$ cat config.mk
export PLATFORM = sky130hd
export DESIGN_NAME = dhi_host_port
export DESIGN_NICKNAME = d
export VERILOG_FILES = /design/src/dhi_pkg.sv /design/src/dhi_sync.sv /design/src/dhi_cmd_dec.sv /design/src/dhi_host_port.sv
export SDC_FILE = /design/constraint.sdc
export NUM_CORES = 1
export LEC_CHECK = 0
export ABC_CLOCK_PERIOD_IN_PS = 1890
export BUFFER_PORTS_ARGS = -buffer_cell sky130_fd_sc_hd__buf_4
export CAP_MARGIN = 25
export CORE_MARGIN = 10
export CORE_UTILIZATION = 37
export CTS_CLUSTER_SIZE = 16
export DETAILED_ROUTE_END_ITERATION = 12
export PLACE_DENSITY_LB_ADDON = 0.3
export SYNTH_ARGS = -nofsm -noshare
export SYNTH_HDL_FRONTEND = slang
export SYNTH_SLANG_ARGS = --single-unit
$ cat constraint.sdc
create_clock -name mclk_i -period 1.89 [get_ports mclk_i]
set_input_delay 0.378 -clock mclk_i [delete_from_list [all_inputs] [get_ports mclk_i]]
set_output_delay 0.378 -clock mclk_i [all_outputs]
set_load 0.05 [all_outputs]
$ cat src/dhi_pkg.sv
// Constants shared by the display host port and its helpers.
// Assumes a single 125 MHz clock domain on the device side.
package dhi_pkg;

	// Interface modes decoded from the port-select straps
	typedef enum logic [1:0] {
		MODE_NONE   = 2'b00,
		MODE_SERIAL = 2'b01,
		MODE_I8080  = 2'b10,
		MODE_M6800  = 2'b11
	} dhi_mode_e;

	// Strap codes, bit 2 down to bit 0
	localparam logic [2:0] STRAP_SERIAL = 3'h0;
	localparam logic [2:0] STRAP_I8080  = 3'h6;
	localparam logic [2:0] STRAP_M6800  = 3'h4;

	// Positions inside the synchronised pin vector
	localparam int PIN_W         = 15;
	localparam int PIN_STRAP_LSB = 12;
	localparam int PIN_CS        = 11;
	localparam int PIN_DC        = 10;
	localparam int PIN_E         = 9;
	localparam int PIN_RW        = 8;

	// Serial pins share data bits
	localparam int SER_CLK_BIT = 0;
	localparam int SER_DIN_BIT = 1;
	localparam logic [2:0] SER_LAST = 3'h7;

	// Command opcodes understood by the decoder
	localparam logic [7:0] OP_COL_ADDR   = 8'h15;
	localparam logic [7:0] OP_START_LINE = 8'hA1;
	localparam logic [7:0] OP_CONTRAST   = 8'h81;
	localparam logic [7:0] OP_DISP_OFF   = 8'hAE;
	localparam logic [7:0] OP_DISP_ON    = 8'hAF;

	// Power-on values
	localparam logic [6:0] RST_CONTRAST  = 7'h40;
	localparam logic [6:0] RST_START     = 7'h00;
	localparam logic [5:0] RST_COL       = 6'h00;
	localparam logic [5:0] RST_COL_END   = 6'h3F;
	localparam logic [7:0] RST_BYTE      = 8'h00;

endpackage : dhi_pkg

$ cat src/dhi_sync.sv
// Two-stage synchroniser for a bundle of asynchronous pins.
// Assumes each bit is an independent level; the first stage feeds only the second.
`timescale 1ns/10ps
module dhi_sync #(
	parameter int WIDTH = 1
) (
	// Clock and reset
	input  wire logic             mclk_i,
	input  wire logic             rst_b_i,
	// Pins in, synchronised levels out
	input  wire logic [WIDTH-1:0] async_i,
	output logic      [WIDTH-1:0] sync_o
);

	logic [WIDTH-1:0] meta; // First stage, read only by the second

	// Two flip-flops in series
	always_ff @(posedge mclk_i) begin
		if (!rst_b_i) begin
			meta   <= '0;
			sync_o <= '0;
		end else begin
			meta   <= async_i;
			sync_o <= meta;
		end
	end

endmodule : dhi_sync

$ cat src/dhi_cmd_dec.sv
// Command decoder: turns command bytes and their parameters into settings.
// Assumes one-cycle strobes from the host port on the same clock.
`timescale 1ns/10ps
module dhi_cmd_dec (
	// Clock and reset
	input  wire logic       mclk_i,
	input  wire logic       rst_b_i,
	// Byte strobes from the host port
	input  wire logic       cmd_wr_i,
	input  wire logic [7:0] cmd_byte_i,
	input  wire logic       mem_wr_i,
	// Decoded settings
	output logic            display_on_o,
	output logic      [6:0] start_line_o,
	output logic      [5:0] col_addr_o,
	output logic      [6:0] contrast_o
);
	import dhi_pkg::*;

	// Which parameter byte is expected next
	typedef enum logic [2:0] {
		PAR_NONE  = 3'b000,
		PAR_START = 3'b001,
		PAR_COL_S = 3'b010,
		PAR_COL_E = 3'b011,
		PAR_CONTR = 3'b100
	} dhi_par_e;

	dhi_par_e   par;     // Pending parameter
	logic [5:0] col_beg; // Column window start
	logic [5:0] col_end; // Column window end

	// Opcode and parameter sequencing
	always_ff @(posedge mclk_i) begin
		if (!rst_b_i) begin
			par          <= PAR_NONE;
			display_on_o <= 1'b0;
			start_line_o <= RST_START;
			contrast_o   <= RST_CONTRAST;
			col_beg      <= RST_COL;
			col_end      <= RST_COL_END;
		end else if (cmd_wr_i) begin
			unique case (par)
				// Parameter bytes load the matching setting
				PAR_START: begin
					start_line_o <= cmd_byte_i[6:0];
					par          <= PAR_NONE;
				end
				PAR_COL_S: begin
					col_beg <= cmd_byte_i[5:0];
					par     <= PAR_COL_E;
				end
				PAR_COL_E: begin
					col_end <= cmd_byte_i[5:0];
					par     <= PAR_NONE;
				end
				PAR_CONTR: begin
					contrast_o <= cmd_byte_i[6:0];
					par        <= PAR_NONE;
				end
				// Opcode byte
				PAR_NONE: begin
					if (cmd_byte_i == OP_START_LINE) begin
						par <= PAR_START;
					end else if (cmd_byte_i == OP_COL_ADDR) begin
						par <= PAR_COL_S;
					end else if (cmd_byte_i == OP_CONTRAST) begin
						par <= PAR_CONTR;
					end else if (cmd_byte_i == OP_DISP_ON) begin
						display_on_o <= 1'b1;
					end else if (cmd_byte_i == OP_DISP_OFF) begin
						display_on_o <= 1'b0;
					end
				end
				default: begin
					par <= PAR_NONE;
				end
			endcase
		end
	end

	// Column counter: reloads on the column command, steps on data writes
	always_ff @(posedge mclk_i) begin
		if (!rst_b_i) begin
			col_addr_o <= RST_COL;
		end else if (cmd_wr_i && par == PAR_COL_S) begin
			col_addr_o <= cmd_byte_i[5:0];
		end else if (mem_wr_i) begin
			col_addr_o <= (col_addr_o == col_end) ? col_beg : col_addr_o + 6'h01;
		end
	end

endmodule : dhi_cmd_dec

$ cat src/dhi_host_port.sv
// Host port of the display controller: 6800, 8080 and serial byte capture.
// Assumes all host pins are asynchronous to mclk_i and slower than 1/4 of it.
// Summary of operation
// - Straps decode to serial, 8080 or 6800.
// - Transfers happen only while chip select low.
// - 6800 read/write line: low write, high read.
// - Data/command line: low command, high data.
// - 6800 captures on falling latch pulse edge.
// - One dummy read before first memory read.
// - 8080 read completes on read strobe rise.
// - 8080 write latches on write strobe rise.
// - Form 2: chip select rise latches transfer.
// - Serial clock on bit 0, data bit 1.
// - Serial shifts MSB first on clock rise.
// - Eighth edge samples D/C and writes byte.
// - Serial mode is write only.
// - Data bytes to memory, commands to decoder.
// - Reset low initialises the device.
// - Reset: display off, counters zero, contrast 40h.
`timescale 1ns/10ps
module dhi_host_port (
	// Clock and reset (reset is the chip init pin)
	input  wire logic             mclk_i,
	input  wire logic             rst_b_i,
	// Interface select straps
	input  wire logic [2:0]       host_port_select_i,
	// Host control pins
	input  wire logic             cs_n_i,
	input  wire logic             dc_i,
	input  wire logic             e_rd_n_i,
	input  wire logic             rw_wr_n_i,
	// Host data bus, split three ways
	input  wire logic [7:0]       data_i,
	output logic      [7:0]       data_o,
	output logic                  data_oe_o,
	// Frame memory side
	output logic                  mem_wr_o,
	output logic      [7:0]       mem_wdata_o,
	output logic                  mem_rd_o,
	input  wire logic [7:0]       mem_rdata_i,
	// Status byte returned on command reads
	input  wire logic [7:0]       status_i,
	// Command side
	output logic                  cmd_wr_o,
	output logic      [7:0]       cmd_byte_o,
	output logic                  display_on_o,
	output logic      [6:0]       start_line_o,
	output logic      [5:0]       col_addr_o,
	output logic      [6:0]       contrast_o,
	// Decoded interface mode
	output dhi_pkg::dhi_mode_e    mode_o
);
	import dhi_pkg::*;

	// Strap decode
	function automatic dhi_mode_e strap_mode(input logic [2:0] s);
		if (s == STRAP_SERIAL) begin
			strap_mode = MODE_SERIAL;
		end else if (s == STRAP_I8080) begin
			strap_mode = MODE_I8080;
		end else if (s == STRAP_M6800) begin
			strap_mode = MODE_M6800;
		end else begin
			strap_mode = MODE_NONE;
		end
	endfunction : strap_mode

	// Rising edge between previous and present level
	function automatic logic rose_at(input logic prev, input logic now);
		rose_at = !prev && now;
	endfunction : rose_at

	logic [PIN_W-1:0] pin_s;    // Synchronised pins
	logic [2:0]       strap_s;  // Synchronised straps
	logic             cs_s;     // Chip select, low active
	logic             dc_s;     // Data/command level
	logic             e_s;      // Latch pulse or read strobe
	logic             rw_s;     // Read/write or write strobe
	logic [7:0]       bus_s;    // Data bus levels
	logic             sclk_s;   // Serial clock
	logic             serial_in_line_s;   // Serial data

	logic             cs_p;     // Previous levels for edge finding
	logic             e_p;
	logic             rw_p;
	logic             sclk_p;

	logic [7:0]       ser_shift; // Serial shift register
	logic [2:0]       ser_cnt;   // Bits taken in this byte
	logic [7:0]       rd_pipe;   // Prefetched memory byte

	logic             ev_wr;    // A byte arrives this cycle
	logic             ev_rd;    // A read completes this cycle
	logic             ev_dc;    // Its data/command level
	logic [7:0]       ev_byte;  // Its byte
	logic             rd_sel;   // A selected read is on the bus

	// All pins pass two flip-flops first
	dhi_sync #(
		.WIDTH (PIN_W)
	) u_sync (
		.mclk_i  (mclk_i),
		.rst_b_i (rst_b_i),
		.async_i ({host_port_select_i, cs_n_i, dc_i, e_rd_n_i, rw_wr_n_i, data_i}),
		.sync_o  (pin_s)
	);

	// Field slices of the synchronised vector
	assign strap_s = pin_s[PIN_STRAP_LSB +: 3];
	assign cs_s    = pin_s[PIN_CS];
	assign dc_s    = pin_s[PIN_DC];
	assign e_s     = pin_s[PIN_E];
	assign rw_s    = pin_s[PIN_RW];
	assign bus_s   = pin_s[7:0];
	assign sclk_s  = bus_s[SER_CLK_BIT];
	assign serial_in_line_s  = bus_s[SER_DIN_BIT];

	// Mode follows the straps; software has no say
	always_ff @(posedge mclk_i) begin
		if (!rst_b_i) begin
			mode_o <= MODE_NONE;
		end else begin
			mode_o <= strap_mode(strap_s);
		end
	end

	// Previous levels for edge detection
	always_ff @(posedge mclk_i) begin
		if (!rst_b_i) begin
			cs_p   <= 1'b1;
			e_p    <= 1'b0;
			rw_p   <= 1'b1;
			sclk_p <= 1'b0;
		end else begin
			cs_p   <= cs_s;
			e_p    <= e_s;
			rw_p   <= rw_s;
			sclk_p <= sclk_s;
		end
	end

	// Serial shift register and bit counter
	always_ff @(posedge mclk_i) begin
		if (!rst_b_i) begin
			ser_shift <= RST_BYTE;
			ser_cnt   <= 3'h0;
		end else if (mode_o != MODE_SERIAL || cs_s) begin
			ser_cnt <= 3'h0;
		end else if (rose_at(sclk_p, sclk_s)) begin
			ser_shift <= {ser_shift[6:0], serial_in_line_s};
			ser_cnt   <= ser_cnt + 3'h1;
		end
	end

	// Transfer events for the three modes
	always_comb begin
		ev_wr   = 1'b0;
		ev_rd   = 1'b0;
		ev_dc   = dc_s;
		ev_byte = bus_s;
		unique case (mode_o)
			// Falling latch pulse with chip select low
			MODE_M6800: begin
				if (e_p && !e_s && !cs_s) begin
					ev_wr = !rw_s;
					ev_rd = rw_s;
				end
			end
			// Strobe rise (form 1) or chip select rise (form 2)
			MODE_I8080: begin
				if (rose_at(rw_p, rw_s) && !cs_s && e_s) begin
					ev_wr = 1'b1;
				end else if (rose_at(e_p, e_s) && !cs_s && rw_s) begin
					ev_rd = 1'b1;
				end else if (rose_at(cs_p, cs_s)) begin
					ev_wr = !rw_s && e_s;
					ev_rd = !e_s && rw_s;
				end
			end
			// Eighth serial clock rise completes a byte
			MODE_SERIAL: begin
				if (rose_at(sclk_p, sclk_s) && !cs_s && ser_cnt == SER_LAST) begin
					ev_wr   = 1'b1;
					ev_byte = {ser_shift[6:0], serial_in_line_s};
				end
			end
			MODE_NONE: begin
				ev_wr = 1'b0;
			end
		endcase
	end

	// Route each written byte to memory or to the command decoder
	always_ff @(posedge mclk_i) begin
		if (!rst_b_i) begin
			mem_wr_o    <= 1'b0;
			cmd_wr_o    <= 1'b0;
			mem_wdata_o <= RST_BYTE;
			cmd_byte_o  <= RST_BYTE;
		end else begin
			mem_wr_o <= ev_wr && ev_dc;
			cmd_wr_o <= ev_wr && !ev_dc;
			if (ev_wr && ev_dc) begin
				mem_wdata_o <= ev_byte;
			end
			if (ev_wr && !ev_dc) begin
				cmd_byte_o <= ev_byte;
			end
		end
	end

	// Read pipeline: each data read fetches the byte for the next one
	always_ff @(posedge mclk_i) begin
		if (!rst_b_i) begin
			mem_rd_o <= 1'b0;
			rd_pipe  <= RST_BYTE;
		end else begin
			mem_rd_o <= ev_rd && ev_dc && mode_o != MODE_SERIAL;
			if (mem_rd_o) begin
				rd_pipe <= mem_rdata_i;
			end
		end
	end

	// A read is on the bus while selected and the strobe is active
	always_comb begin
		unique case (mode_o)
			MODE_M6800: rd_sel = !cs_s && rw_s && e_s;
			MODE_I8080: rd_sel = !cs_s && !e_s && rw_s;
			MODE_SERIAL: rd_sel = 1'b0;
			MODE_NONE: rd_sel = 1'b0;
		endcase
	end

	// Bus drive: status on command reads, prefetched byte on data reads
	always_ff @(posedge mclk_i) begin
		if (!rst_b_i) begin
			data_oe_o <= 1'b0;
			data_o    <= RST_BYTE;
		end else begin
			data_oe_o <= rd_sel;
			if (rd_sel) begin
				data_o <= dc_s ? rd_pipe : status_i;
			end else begin
				data_o <= RST_BYTE;
			end
		end
	end

	// Command decoding and display settings
	dhi_cmd_dec u_cmd (
		.mclk_i       (mclk_i),
		.rst_b_i      (rst_b_i),
		.cmd_wr_i     (cmd_wr_o),
		.cmd_byte_i   (cmd_byte_o),
		.mem_wr_i     (mem_wr_o),
		.display_on_o (display_on_o),
		.start_line_o (start_line_o),
		.col_addr_o   (col_addr_o),
		.contrast_o   (contrast_o)
	);
endmodule : dhi_host_port

==> results of run 1 <==
cell type report:
class                           instances  area share, %
Sequential cell                       118           38.8
Multi-Input combinational cell        330           34.3
Timing Repair Buffer                  107           13.2
Clock buffer                           23           8.01
Tap cell                              168           3.45
Clock inverter                          9           2.01
Inverter                                4          0.246
metrics by stage:
step	cells	power [mW]	hold slack, ns	setup WS (ns)	utilization (%)
detailed placement	727	2.80	0.383	0.139	45.3
floorplan	488	2.71	0.366	0.00773	-
global placement	727	2.79	0.369	0.249	45.3
CTS	759	6.09	0.158	0.156	50.3
global route	759	6.23	0.164	0.0549	50.3
finish	759	6.03	0.174	0.171	50.3
layer usage:
| layer | up-vias | GRT usage (%) |
|---|---|---|
| li1 | 1861 | - |
| met1 | 1750 | 15.6 |
| met2 | 96 | 21.7 |
| met3 | 19 | 3.81 |
| met4 | 0 | 6.43 |
| met5 | - | 0 |
power breakdown:
part / internal (mW) / total, mW / switching, mW
Sequential: 2.53 / 2.55 / 0.0218
Clock: 2.20 / 3.29 / 1.09
Combinational: 0.0968 / 0.196 / 0.0996
registers in the layout (all words and copies together), names as in the netlist, 7 cells and up:
| name | flops |
|---|---|
| cmd_byte_o | 8 |
| data_o | 8 |
| mem_wdata_o | 8 |
| rd_pipe | 8 |
| ser_shift | 7 |
| u_cmd.contrast_o | 7 |
| u_cmd.start_line_o | 7 |
| u_sync.meta | 15 |
| u_sync.sync_o | 15 |
worst max path at each step:
stage | from | end | slack, ns
2_1_floorplan | u_cmd.col_addr_o[3] | u_cmd.col_addr_o[1] | 0.008
3_3_place_gp | ser_cnt[0] | cmd_byte_o[5] | 0.25
3_5_place_dp | ser_cnt[0] | mem_wdata_o[2] | 0.14
4_1_cts | ser_cnt[0] | mem_wdata_o[2] | 0.16
5_1_grt | ser_cnt[0] | cmd_byte_o[3] | 0.05
6_report | ser_cnt[0] | cmd_byte_o[1] | 0.17
kinds of logic (layout without fill, tap and decap cells):
logic type / count (synthesis) / after routing
adder cells (fa/ha/maj): 3 / 3
XOR/XNOR: 11 / 11
multiplexers: 46 / 46
buffers and inverters: 40 / 143
AO/OA/AOI/OAI: 77 / 77
AND/OR/NAND/NOR: 193 / 193
flip-flops: 118 / 118
synthesized netlist by cell type (2+ instances only):
cell and count:
sky130_fd_sc_hd__nand4_1 4, sky130_fd_sc_hd__buf_1 2, sky130_fd_sc_hd__o311ai_0 3, sky130_fd_sc_hd__and2_1 33, sky130_fd_sc_hd__nor3b_1 6, sky130_fd_sc_hd__nor3_1 6
sky130_fd_sc_hd__xnor2_1 9, sky130_fd_sc_hd__xor2_1 2, sky130_fd_sc_hd__a31oi_1 2, sky130_fd_sc_hd__nand2b_1 2, sky130_fd_sc_hd__nor2_1 36, sky130_fd_sc_hd__mux2i_1 46
sky130_fd_sc_hd__a21o_1 2, sky130_fd_sc_hd__ha_1 3, sky130_fd_sc_hd__o211ai_1 2, sky130_fd_sc_hd__a21boi_0 12, sky130_fd_sc_hd__nand4bb_1 2, sky130_fd_sc_hd__dfxtp_1 118
sky130_fd_sc_hd__a211oi_1 2, sky130_fd_sc_hd__nand2_1 66, sky130_fd_sc_hd__inv_1 4, sky130_fd_sc_hd__nor4b_1 2, sky130_fd_sc_hd__nor4bb_1 2, sky130_fd_sc_hd__o22ai_1 3
sky130_fd_sc_hd__buf_2 8, sky130_fd_sc_hd__clkbuf_1 23, sky130_fd_sc_hd__nand3_1 13, sky130_fd_sc_hd__and3_1 10, sky130_fd_sc_hd__a21oi_1 26, sky130_fd_sc_hd__o21ai_0 14
sky130_fd_sc_hd__buf_4 2
==> results summary, run 1 <==
The run finished with clean final reports. The weighted congestion at the end of routability-driven global placement came out at 0.852. The buffers plus inverters on the worst setup path is 1. Once the clock tree was built, the setup fixing pass inserted 0 buffers.

The first-pass detailed-route iteration total is 4. The setup slack of the most critical reg-to-reg path is 0.17 ns. The leakage dissipation is 2.59 nW. The normalized max-slew margin is 68.1%.

Among all flip-flop cells after synthesis, the most frequent one is sky130_fd_sc_hd__dfxtp_1. The wire length of the first global-routing pass is 18,900 um. When the netlist entered floorplanning its net count stood at 524.

The power per unit of standard cell area is 990 nW/um2. The mapped netlist covers 4620 um2. Sorting the synthesized cells by area gives the leading types as sky130_fd_sc_hd__dfxtp_1 51%, sky130_fd_sc_hd__mux2i_1 10%, sky130_fd_sc_hd__nand2_1 5.4%. Setup repair after global routing left no endpoint under its margin. The violation count after the first detailed-route iteration is 220.

The placeable core region came out at 12,100 um2. The worst endpoint required time is 2.17 ns. Using the TritonRoute via totals, the vias-per-cell ratio works out to 4.91. The startpoint identified for the worst hold timing path is host_port_select_i[2]. The pin count of the biggest net entering global routing is 38.

The number of warning messages in the yosys log came out at 0. The worst setup path is launched from a flip-flop. The total congestion overflow is 0. The post-synthesis sequential area ratio came out at 51.1%. The number of distinct library cells after synthesis came out at 54. Post-CTS repair changed the size of 0 cells.

The post-synthesis average cell area is 9.47 um2. The most prevalent standard cell on the critical path is sky130_fd_sc_hd__ha_1. Of all flip-flops after synthesis, the portion carrying an async set or reset was 0%. The worst clock skew is 0.00657 ns. Global routing consumed, over all layers together, 13.3% of the routing resources.

The tightest min-delay check is of the in2reg type. The main combinational cell family by area after synthesis is simple AND/OR/NAND/NOR gates. STA classifies the critical path endpoint as a flip-flop. The clock insertion delay at the later pin of the skew report is 0.41 ns.

The top achievable clock speed came out at 582 MHz. After Yosys synthesis, full adders, half adders and majority gates account for 0.812% of the synthesized area. At the pin with the least slew margin, the transition time is 0.475 ns. In this run the critical register-to-register path is launched from ser_cnt[0]. Among all stages on the critical path, the largest delay is contributed by sky130_fd_sc_hd__dfxtp_1. The highest ir drop seen on vdd is 0.000518 V.

The highest layer touched by signal routing is met4. In this run the tool buffered the top-level ports with 83 buffer cells. The most area-hungry cell type in the Yosys netlist is sky130_fd_sc_hd__dfxtp_1. The path length in cells of the critical path is 7. The final critical-path required period came out at 1.72 ns.

The length of routed wiring on met1 is 5070 um. The number of cells traversed by the worst hold path is 2. The via count of the first global-routing pass came out at 3,819.

The number of flops mapped to enable cells by yosys is 0. After floorplanning, the core was divided into 40 placement rows. The total area of multi-input combinational cells is 2090 um2.

From bottom edge to top edge, the die measures 132 um. The repair_antennas step left the layout with diodes totalling 0. The arrival time of the worst setup path came out at 2.00 ns. The starting density of the core is 38.2%. The routed wire length is 11,300 um. Of the available clock period, the critical path in the final layout requires 90.9%. Summing the areas of all and, or, nand and nor instances in the mapped netlist gives 21.6% of the synthesized area. The post-place instance area came out at 5480 um2.

The number of sinks driven by the clock tree came out at 118. The number of nets in the finished design is 614. The amount of wire on met3 after detailed routing is 510 um.

The final setup violation count is 0. The capture point of the worst reg-to-reg path is cmd_byte_o[1]. Across the run, the number of max-cap violations was 0. The via total after detailed routing is 3,726.

The floorplan die area came out at 17,400 um2. Relative to the synthesized area, the layout overhead comes to 31.8%. The worst reg-to-reg path cell count came out at 7.

The CTS clock-pin slew for the worst setup and hold paths is 0.05 ns. The largest fanout of any net on the critical path is 16. The initial antenna violation count is 0. For this run, the slowest stage of the critical path takes 0.33 ns. The total area of sequential cells came out at 2360 um2. Summed over all nets, the half-perimeter wirelength after detailed placement is 8150 um.

The synthesized design contains 118 register bits. The worst-case clock buffer depth came out at 2. In the layout the commonest cells are 117 x sky130_fd_sc_hd__dfxtp_1, 107 x sky130_fd_sc_hd__buf_4, 66 x sky130_fd_sc_hd__nand2_1. In the synthesized netlist, mux cells make up 9.96% of the area.

CTS placed an instance of sky130_fd_sc_hd__clkbuf_16 at the clock tree root. From left edge to right edge, the die measures 132 um. The area share of the largest cell type after synthesis came out at 51.1%. The remaining antenna violation count is 0. For the final routed database, the setup TNS stands at 0 ns. In the final layout, the share of cells above drive strength 1 is 24.5%. The filler cells instantiated in the layout total 1,153. The H-tree was split into 4 levels. For hold timing, the worst endpoint is u_sync.meta[14]. The worst setup path is of the reg2reg kind. TritonCTS built the clock tree. In the detailed route, the total length drawn on met2 is 5480 um. In the routed design, unresolved DRC markers number 0. The parity-gate share of the synthesized area counting xor and xnor cells came out at 2.08%. After routing the design area is 6090 um2.

The final-report hold violation count came out at 0. The boundary pin count came out at 84. The number of clock buffers inserted by TritonCTS is 17.

The most frequent standard cell in the layout excluding fill and tap cells is sky130_fd_sc_hd__dfxtp_1. The average detailed-routed wire length per instance came out at 14.9 um. The post-cts hold buffer count is 0.

The signal on the critical path passes through ha_1, ha_1, and3b_1, buf_4, and3_1, o21ai_0, mux2i_1. The compound-gate portion of the synthesized area came out at 10.7%. On the critical path the largest part of the delay comes from adder cells. The count of pins over their slew limit is 0.

The instance count of the mapped netlist came out at 488.
(Power assumes the default switching activity.)
==> run 2: changes to the inputs <==
--- a/config.mk
+++ b/config.mk
@@ -12,7 +12,9 @@
 export CORE_UTILIZATION = 37
 export CTS_CLUSTER_SIZE = 16
 export DETAILED_ROUTE_END_ITERATION = 12
+export GPL_TIMING_DRIVEN = 0
 export PLACE_DENSITY_LB_ADDON = 0.3
+export RECOVER_POWER = 100
 export SYNTH_ARGS = -nofsm -noshare
 export SYNTH_HDL_FRONTEND = slang
 export SYNTH_SLANG_ARGS = --single-unit
==> run 2 against run 1 <==
Design area is 2.2% lower. Routed wire length hardly changed. Non-clock buffer count is 10 higher. Die area stayed put. Register-to-register slack worse by 0.07 ns. Sequential share of layout area is 0.84 points higher. Via count is 0.54% lower. Critical path depth is 1 higher. Flip-flop and latch count stayed put. Hold slack better by 0.0019 ns. Critical endpoint is now cmd_byte_o[5]. Largest cell class unchanged.
==> results summary, run 2 (synthesis results as in run 1) <==
The total power is 6.45 mW. The floorplan has 40 rows. The max-cap check violation count is 0. The CTS tree is done. The weighted congestion at the end of routability-driven global placement came out at 0.829. The top achievable clock speed is 559 MHz.

The count of pins over their slew limit is 0. Clock tree synthesis selected as its root buffer the cell sky130_fd_sc_hd__clkbuf_16. The pin slew with the least headroom to its limit came out at 0.697 ns. After filler insertion, the fill cell instance count of the layout stands at 1,192.

The setup path with the least slack is of type reg2reg. The clock insertion delay at the later pin of the skew report is 0.41 ns. The violation count after the first detailed-route iteration is 221. The number of clock buffers inserted by TritonCTS is 17. Once detailed placement completed, the half-perimeter wirelength came to 8260 um. The number of sinks driven by the clock tree came out at 118. The leakage dissipation is 2.40 nW. The largest fanout of any net on the critical path came out at 10. The worst setup path is launched from a flip-flop. Data arrives at the worst endpoint at 2.08 ns.

In this run switching power makes up 19.5% of total power. The total congestion overflow is 0. Port buffering added 82 buffers. The average detailed-routed wire length per instance came out at 14.7 um. The wire length of the first global-routing pass came out at 18,400 um.

The run finished with clean final reports. The total area of sequential cells came out at 2360 um2. The pin count of the biggest net entering global routing came out at 17. The remaining antenna violation count came out at 0. The share of total power dissipated in the clock network is 57.4%. From bottom edge to top edge, the die measures 132 um. The global routing stage identified its most utilized layer as met2.

For met2 alone, demand over resource in global routing was 21.3%. The portion of the clock cycle consumed by the worst path in the final layout came out at 94.7%. The aggregate global-route resource usage came out at 12.9%. The final-report hold violation count came out at 0. The via count of the first global-routing pass came out at 3,738. The multi-input combinational cells in the finished layout cover a total of 2080 um2. The final setup violation count is 0. The final critical-path required period is 1.79 ns.

In this run the number of H-tree levels came out at 4. The floorplan die area is 17,400 um2. The fraction of met3 tracks used by global routing is 4.99%. The combinational group share of total power is 3.2%.

The initial antenna violation count is 0. The analysis attributes to net switching a power of 1.26 mW. The worst endpoint required time came out at 2.18 ns.

Global routing used 15.3% of the available met1 tracks. The final layout contains routed wiring with a total length of 11,300 um. The total DRC errors in the routed layout is 0. The placeable core region is 12,100 um2.

The library cell used most frequently in the layout, excluding fill and tap cells, is sky130_fd_sc_hd__dfxtp_1. In this run the horizontal extent of the chip is 132 um. The longest clock path from root to sink contains 2 buffers. The largest registers in the layout are u_sync.meta x15, u_sync.sync_o x15. The internal power came out at 5.20 mW. The final sum of negative setup slack came out at 0 ns. The layout overhead on the synthesized area is 29.0%. Once the floorplan was initialized, standard cells occupied 38.2% of the core. The setup slack of the most critical reg-to-reg path came out at 0.10 ns. The boundary pin count is 84. Dividing total power by cell area gives a power density of 1080 nW/um2. The worst clock skew is 0.00919 ns.

The normalized max-slew margin came out at 53.5%. The highest ir drop seen on vdd is 0.000523 V. Per report_power, the sequential group accounts for 39.4% of the total. The worst hold path belongs to the class in2reg.

The via total after detailed routing came out at 3,706. The endpoint type of the worst setup path is a flip-flop. The fraction of layout instances using a drive strength above 1 came out at 15.6%.

The final layout contains 624 nets. The top cell types in the final layout, fill and taps aside, are 118 x sky130_fd_sc_hd__dfxtp_1, 66 x sky130_fd_sc_hd__nand2_1, 61 x sky130_fd_sc_hd__clkbuf_1. The first-pass detailed-route iteration total is 4. Setup repair after global routing could not meet its margin everywhere. Clock-pin slew was measured on the worst setup and hold paths at 0.06 ns. The number of inserted diodes is 0. The per-cell via count in the routed design came out at 4.82.
==> run 2: changes by cell type in the layout (fill, tap and decap cells not counted), moves of 2 or more <==
cell | before | now
sky130_fd_sc_hd__and2_0 | 1 | 10
sky130_fd_sc_hd__clkinv_4 | 0 | 2
sky130_fd_sc_hd__bufinv_16 | 3 | 6
sky130_fd_sc_hd__o21ai_0 | 14 | 10
sky130_fd_sc_hd__clkinv_2 | 5 | 2
sky130_fd_sc_hd__clkbuf_2 | 0 | 17
sky130_fd_sc_hd__and2_1 | 33 | 24
sky130_fd_sc_hd__o21ai_2 | 0 | 2
sky130_fd_sc_hd__clkbuf_1 | 2 | 61
sky130_fd_sc_hd__o21ai_1 | 0 | 2
sky130_fd_sc_hd__a21boi_0 | 12 | 7
sky130_fd_sc_hd__a21boi_1 | 0 | 5
sky130_fd_sc_hd__buf_2 | 0 | 4
sky130_fd_sc_hd__buf_4 | 107 | 33
==> run 2: cell type report <==
cell class / count / area share [%]
Sequential cell: 118 / 39.6
Multi-Input combinational cell: 330 / 35.0
Inverter: 4 / 0.252
Clock inverter: 12 / 3.74
Timing Repair Buffer: 82 / 7.39
Tap cell: 168 / 3.53
Clock buffer: 20 / 7.83
Buffer: 35 / 2.69
==> run 2: path summary, 6_finish.rpt <==
path                              start              end  cells past startpoint
hold reg to reg       u_sync.sync_o[13]        mode_o[0]                      1
setup / recovery             ser_cnt[0]    cmd_byte_o[5]                      8
setup reg to reg             ser_cnt[0]    cmd_byte_o[5]                      8
hold / removal    host_port_select_i[0]  u_sync.meta[12]                      2
==> run 2: power groups by stage <==
| stage | Combinational, mW | Sequential (mW) | Clock [mW] |
|---|---|---|---|
| detailed placement | 0.206 | 2.60 | 0 |
| global route | 0.225 | 2.55 | 3.88 |
| global placement | 0.204 | 2.60 | 0 |
| floorplan | 0.108 | 2.60 | 0 |
| CTS | 0.207 | 2.54 | 3.76 |
| finish | 0.204 | 2.54 | 3.71 |
==> run 2: what timing repair did <==
| item | CTS | global route |
|---|---|---|
| endpoints found under the setup margin | 6 | 17 |
| hold buffers | 0 | 0 |
| gates resized for setup | 3 | 13 |
| pin swaps | 0 | 1 |
| setup buffers | 0 | 0 |
==> run 2: critical path, cell delays in order, from the launching register on <==
cell                       delay [ns]
sky130_fd_sc_hd__dfxtp_1         0.32
sky130_fd_sc_hd__ha_1            0.21
sky130_fd_sc_hd__ha_1            0.17
sky130_fd_sc_hd__and3b_1         0.17
sky130_fd_sc_hd__clkbuf_4        0.16
sky130_fd_sc_hd__buf_2           0.17
sky130_fd_sc_hd__and3_1          0.20
sky130_fd_sc_hd__o21ai_2         0.18
sky130_fd_sc_hd__mux2i_1         0.09
==> run 2: stage by stage <==
| stage | utilization [%] | cells | instance area [um2] | setup WS (ns) | hold slack, ns |
|---|---|---|---|---|---|
| final | 49.2 | 769 | 5960 | 0.101 | 0.176 |
| after global routing | 49.2 | 769 | 5960 | -0.00335 | 0.165 |
| after detailed placement | 45.0 | 738 | 5450 | -0.0804 | 0.378 |
| after global placement | 45.0 | 738 | 5450 | -0.0593 | 0.371 |
| after floorplan | - | 488 | 4620 | 0.00773 | 0.366 |
| after CTS | 50.7 | 770 | 6140 | 0.0560 | 0.165 |
==> run 2: per-layer routing <==
metal / share of wire [%] / vias up / routed length (um)
li1: - / 1881 / -
met1: 45 / 1735 / 5060
met2: 49 / 78 / 5570
met3: 4.9 / 12 / 555
met4: 0.80 / 0 / 90
met5: 0 / - / 0
==> run 3: changes to the inputs <==
--- a/config.mk
+++ b/config.mk
@@ -6,14 +6,13 @@
 export NUM_CORES = 1
 export LEC_CHECK = 0
 export ABC_CLOCK_PERIOD_IN_PS = 1890
-export BUFFER_PORTS_ARGS = -buffer_cell sky130_fd_sc_hd__buf_4
 export CAP_MARGIN = 25
 export CORE_MARGIN = 10
 export CORE_UTILIZATION = 37
 export CTS_CLUSTER_SIZE = 16
 export DETAILED_ROUTE_END_ITERATION = 12
+export DONT_BUFFER_PORTS = 1
 export GPL_TIMING_DRIVEN = 0
-export PLACE_DENSITY_LB_ADDON = 0.3
 export RECOVER_POWER = 100
 export SYNTH_ARGS = -nofsm -noshare
 export SYNTH_HDL_FRONTEND = slang
==> run 3 against run 2 <==
Die area stayed put. Cell count down 11%. Via count down 7.0%. Register-to-register slack hardly changed. Design area decreased by 8.7%. Core utilization shrank 4.3 points. Hold slack worse by 0.082 ns. Global-route usage rose by 0.078 points. Largest cell class unchanged.
==> results summary, run 3 (synthesis results as in run 1) <==
The flow ran to the end, and the final reports show no timing, DRC or antenna violations. In the routed design, unresolved DRC markers number 0. STA classifies the critical path startpoint as a flip-flop. The placeable core region came out at 12,100 um2.

The normalized max-slew margin came out at 50.2%. The most frequent standard cell in the layout excluding fill and tap cells is sky130_fd_sc_hd__dfxtp_1. The average detailed-routed wire length per instance is 16.3 um. The pin count of the biggest net entering global routing is 17. The portion of the clock cycle consumed by the worst path in the final layout came out at 94.6%. The tightest min-delay check is of the in2reg type.

The max-cap check violation count came out at 0. The via total after detailed routing came out at 3,447. By startpoint and endpoint, the worst setup path is classified as reg2reg.

The total congestion overflow came out at 0. The largest fanout of any net on the critical path came out at 8. The CTS clock-pin slew for the worst setup and hold paths came out at 0.05 ns. The pin slew with the least headroom to its limit is 0.746 ns. The combinational group share of total power is 2.6%. For the final database, setup skew stands at 0.00706 ns. The fill cell total of the finished layout is 1,190. The fraction of layout instances using a drive strength above 1 came out at 13.8%. The initial antenna violation count is 0. The largest registers in the layout are u_sync.meta x15, u_sync.sync_o x15. The net load switching power is 1.23 mW.

The starting density of the core came out at 38.2%. The wire length of the first global-routing pass came out at 17,900 um. The library cells used most frequently in the layout, excluding fill and tap cells, are 104 x sky130_fd_sc_hd__dfxtp_1, 66 x sky130_fd_sc_hd__nand2_1, 46 x sky130_fd_sc_hd__mux2i_1. The setup slack of the most critical reg-to-reg path came out at 0.10 ns.

The smallest clock period supported by the final layout is computed as 1.79 ns. The detailed router finished its first iteration with 160 violations. The layout overhead on the synthesized area came out at 17.8%. The number of clock buffers inserted by TritonCTS came out at 17.

The final standard cell utilization of the core is 45.0%. The routed design has 11,200 um of wire. The worst-case clock buffer depth came out at 2. Pin placement for this block handled 84 I/O pins.

The switching share of power is 21.9%. The root buffer cell is sky130_fd_sc_hd__clkbuf_16. At the later pin of the worst-skew pair, clock insertion delay measures 0.41 ns. The H-tree generated during clock tree synthesis spans 4 levels.

The die extent in x came out at 132 um. The number of nets in the finished design came out at 543. Setup violations remaining at the end of the flow were counted as 0. The top achievable clock speed came out at 559 MHz. The number of sinks driven by the clock tree came out at 118. The final sum of negative setup slack came out at 0 ns. The final-report hold violation count is 0.

The via count of the first global-routing pass came out at 3,427. The weighted congestion at the end of routability-driven global placement is 0.818. The post-cts hold buffer count came out at 0. After legalization and detailed placement, the total HPWL measured 8150 um. The highest ir drop seen on vdd came out at 0.000560 V.

The worst hold slack is 0.0946 ns. Dividing total power by cell area gives a power density of 1030 nW/um2. The internal power is 4.39 mW.

The per-cell via count in the routed design came out at 5.01. The number of standard-cell rows in the floorplan is 40. TritonCTS built the clock tree. The arrival time of the worst setup path is 2.08 ns.

The share of power burned in registers came out at 45.3%. The worst setup path is captured at a flip-flop. The share of power burned in the clock network is 52.0%. The number of inserted diodes is 0. In this run the static leakage power is 2.10 nW. The aggregate global-route resource usage came out at 13.0%.

The remaining antenna violation count came out at 0. The floorplan die area came out at 17,400 um2. Setup repair after global routing left no endpoint under its margin. The worst endpoint required time is 2.18 ns. The floorplan step set the die height to 132 um. The count of pins over their slew limit is 0. The first detailed-routing pass ran for 4 iterations. The number of buffer cells added on primary ports is 0.
==> run 3: cell count changes in the layout (fill, tap and decap cells not counted), moves of 3 or more <==
| cell | before | now |
|---|---|---|
| sky130_fd_sc_hd__bufinv_16 | 6 | 1 |
| sky130_fd_sc_hd__dfxtp_2 | 0 | 7 |
| sky130_fd_sc_hd__clkbuf_1 | 61 | 19 |
| sky130_fd_sc_hd__dfxtp_4 | 0 | 7 |
| sky130_fd_sc_hd__clkinv_2 | 2 | 7 |
| sky130_fd_sc_hd__buf_4 | 33 | 3 |
| sky130_fd_sc_hd__and2_1 | 24 | 18 |
| sky130_fd_sc_hd__clkinvlp_4 | 2 | 5 |
| sky130_fd_sc_hd__dfxtp_1 | 118 | 104 |
| sky130_fd_sc_hd__clkbuf_2 | 17 | 6 |
| sky130_fd_sc_hd__and2_0 | 10 | 16 |
==> run 3: repair_timing <==
item                       in CTS  in global routing
buffers inserted                0                  1
resized for setup              20                 21
pin swaps                       0                  1
cloned                          0                  0
setup endpoints to repair      34                 30
==> run 3: layer usage <==
layer  vias up  global-route usage, %  share of wire (%)
li1       1727                      -                  -
met1      1603                   14.0                 40
met2       100                   20.8                 48
met3        17                   6.90                 10
met4         0                   5.56                1.7
met5         -                      0                  0
==> run 3: power by group through the flow <==
stage | Clock (mW) | Combinational [mW] | Sequential (mW)
floorplan | 0 | 0.108 | 2.60
global placement | 0 | 0.142 | 2.61
detailed placement | 0 | 0.144 | 2.61
CTS | 3.00 | 0.146 | 2.55
global route | 3.12 | 0.166 | 2.55
finish | 2.93 | 0.149 | 2.55
==> run 3: stage by stage <==
| step | std cells | power, mW | cell area (um2) | setup slack, ns |
|---|---|---|---|---|
| floorplan | 488 | 2.71 | 4620 | 0.00773 |
| finish | 688 | 5.63 | 5450 | 0.102 |
| CTS | 688 | 5.70 | 5410 | 0.000791 |
| global route | 688 | 5.83 | 5450 | 0.00384 |
| detailed placement | 656 | 2.75 | 4830 | -0.248 |
| global placement | 656 | 2.75 | 4830 | -0.241 |
==> run 3: layout make-up <==
cell class                      count  area [um2]  area share [%]
Tap cell                          168         210            3.86
Inverter                            4        15.0           0.276
Sequential cell                   118        2400            44.0
Timing Repair Buffer                1        7.51           0.138
Buffer                             35         165            3.03
Clock buffer                       18         439            8.07
Multi-Input combinational cell    330        2100            38.6
Clock inverter                     14         111            2.05
==> run 3: worst max-delay path, cell delays in order (launching register included) <==
cell	delay, ns
sky130_fd_sc_hd__dfxtp_4	0.49
sky130_fd_sc_hd__xnor2_1	0.16
sky130_fd_sc_hd__and2_1	0.14
sky130_fd_sc_hd__clkbuf_1	0.33
sky130_fd_sc_hd__a21boi_0	0.16
sky130_fd_sc_hd__o41a_1	0.38
==> run 3: final timing paths <==
path | start | end | depth (start not counted)
max | u_cmd.col_addr_o[0] | u_cmd.col_addr_o[1] | 5
max reg2reg | u_cmd.col_addr_o[0] | u_cmd.col_addr_o[1] | 5
min | data_i[2] | u_sync.meta[2] | 1
min reg2reg | u_sync.sync_o[13] | mode_o[0] | 1
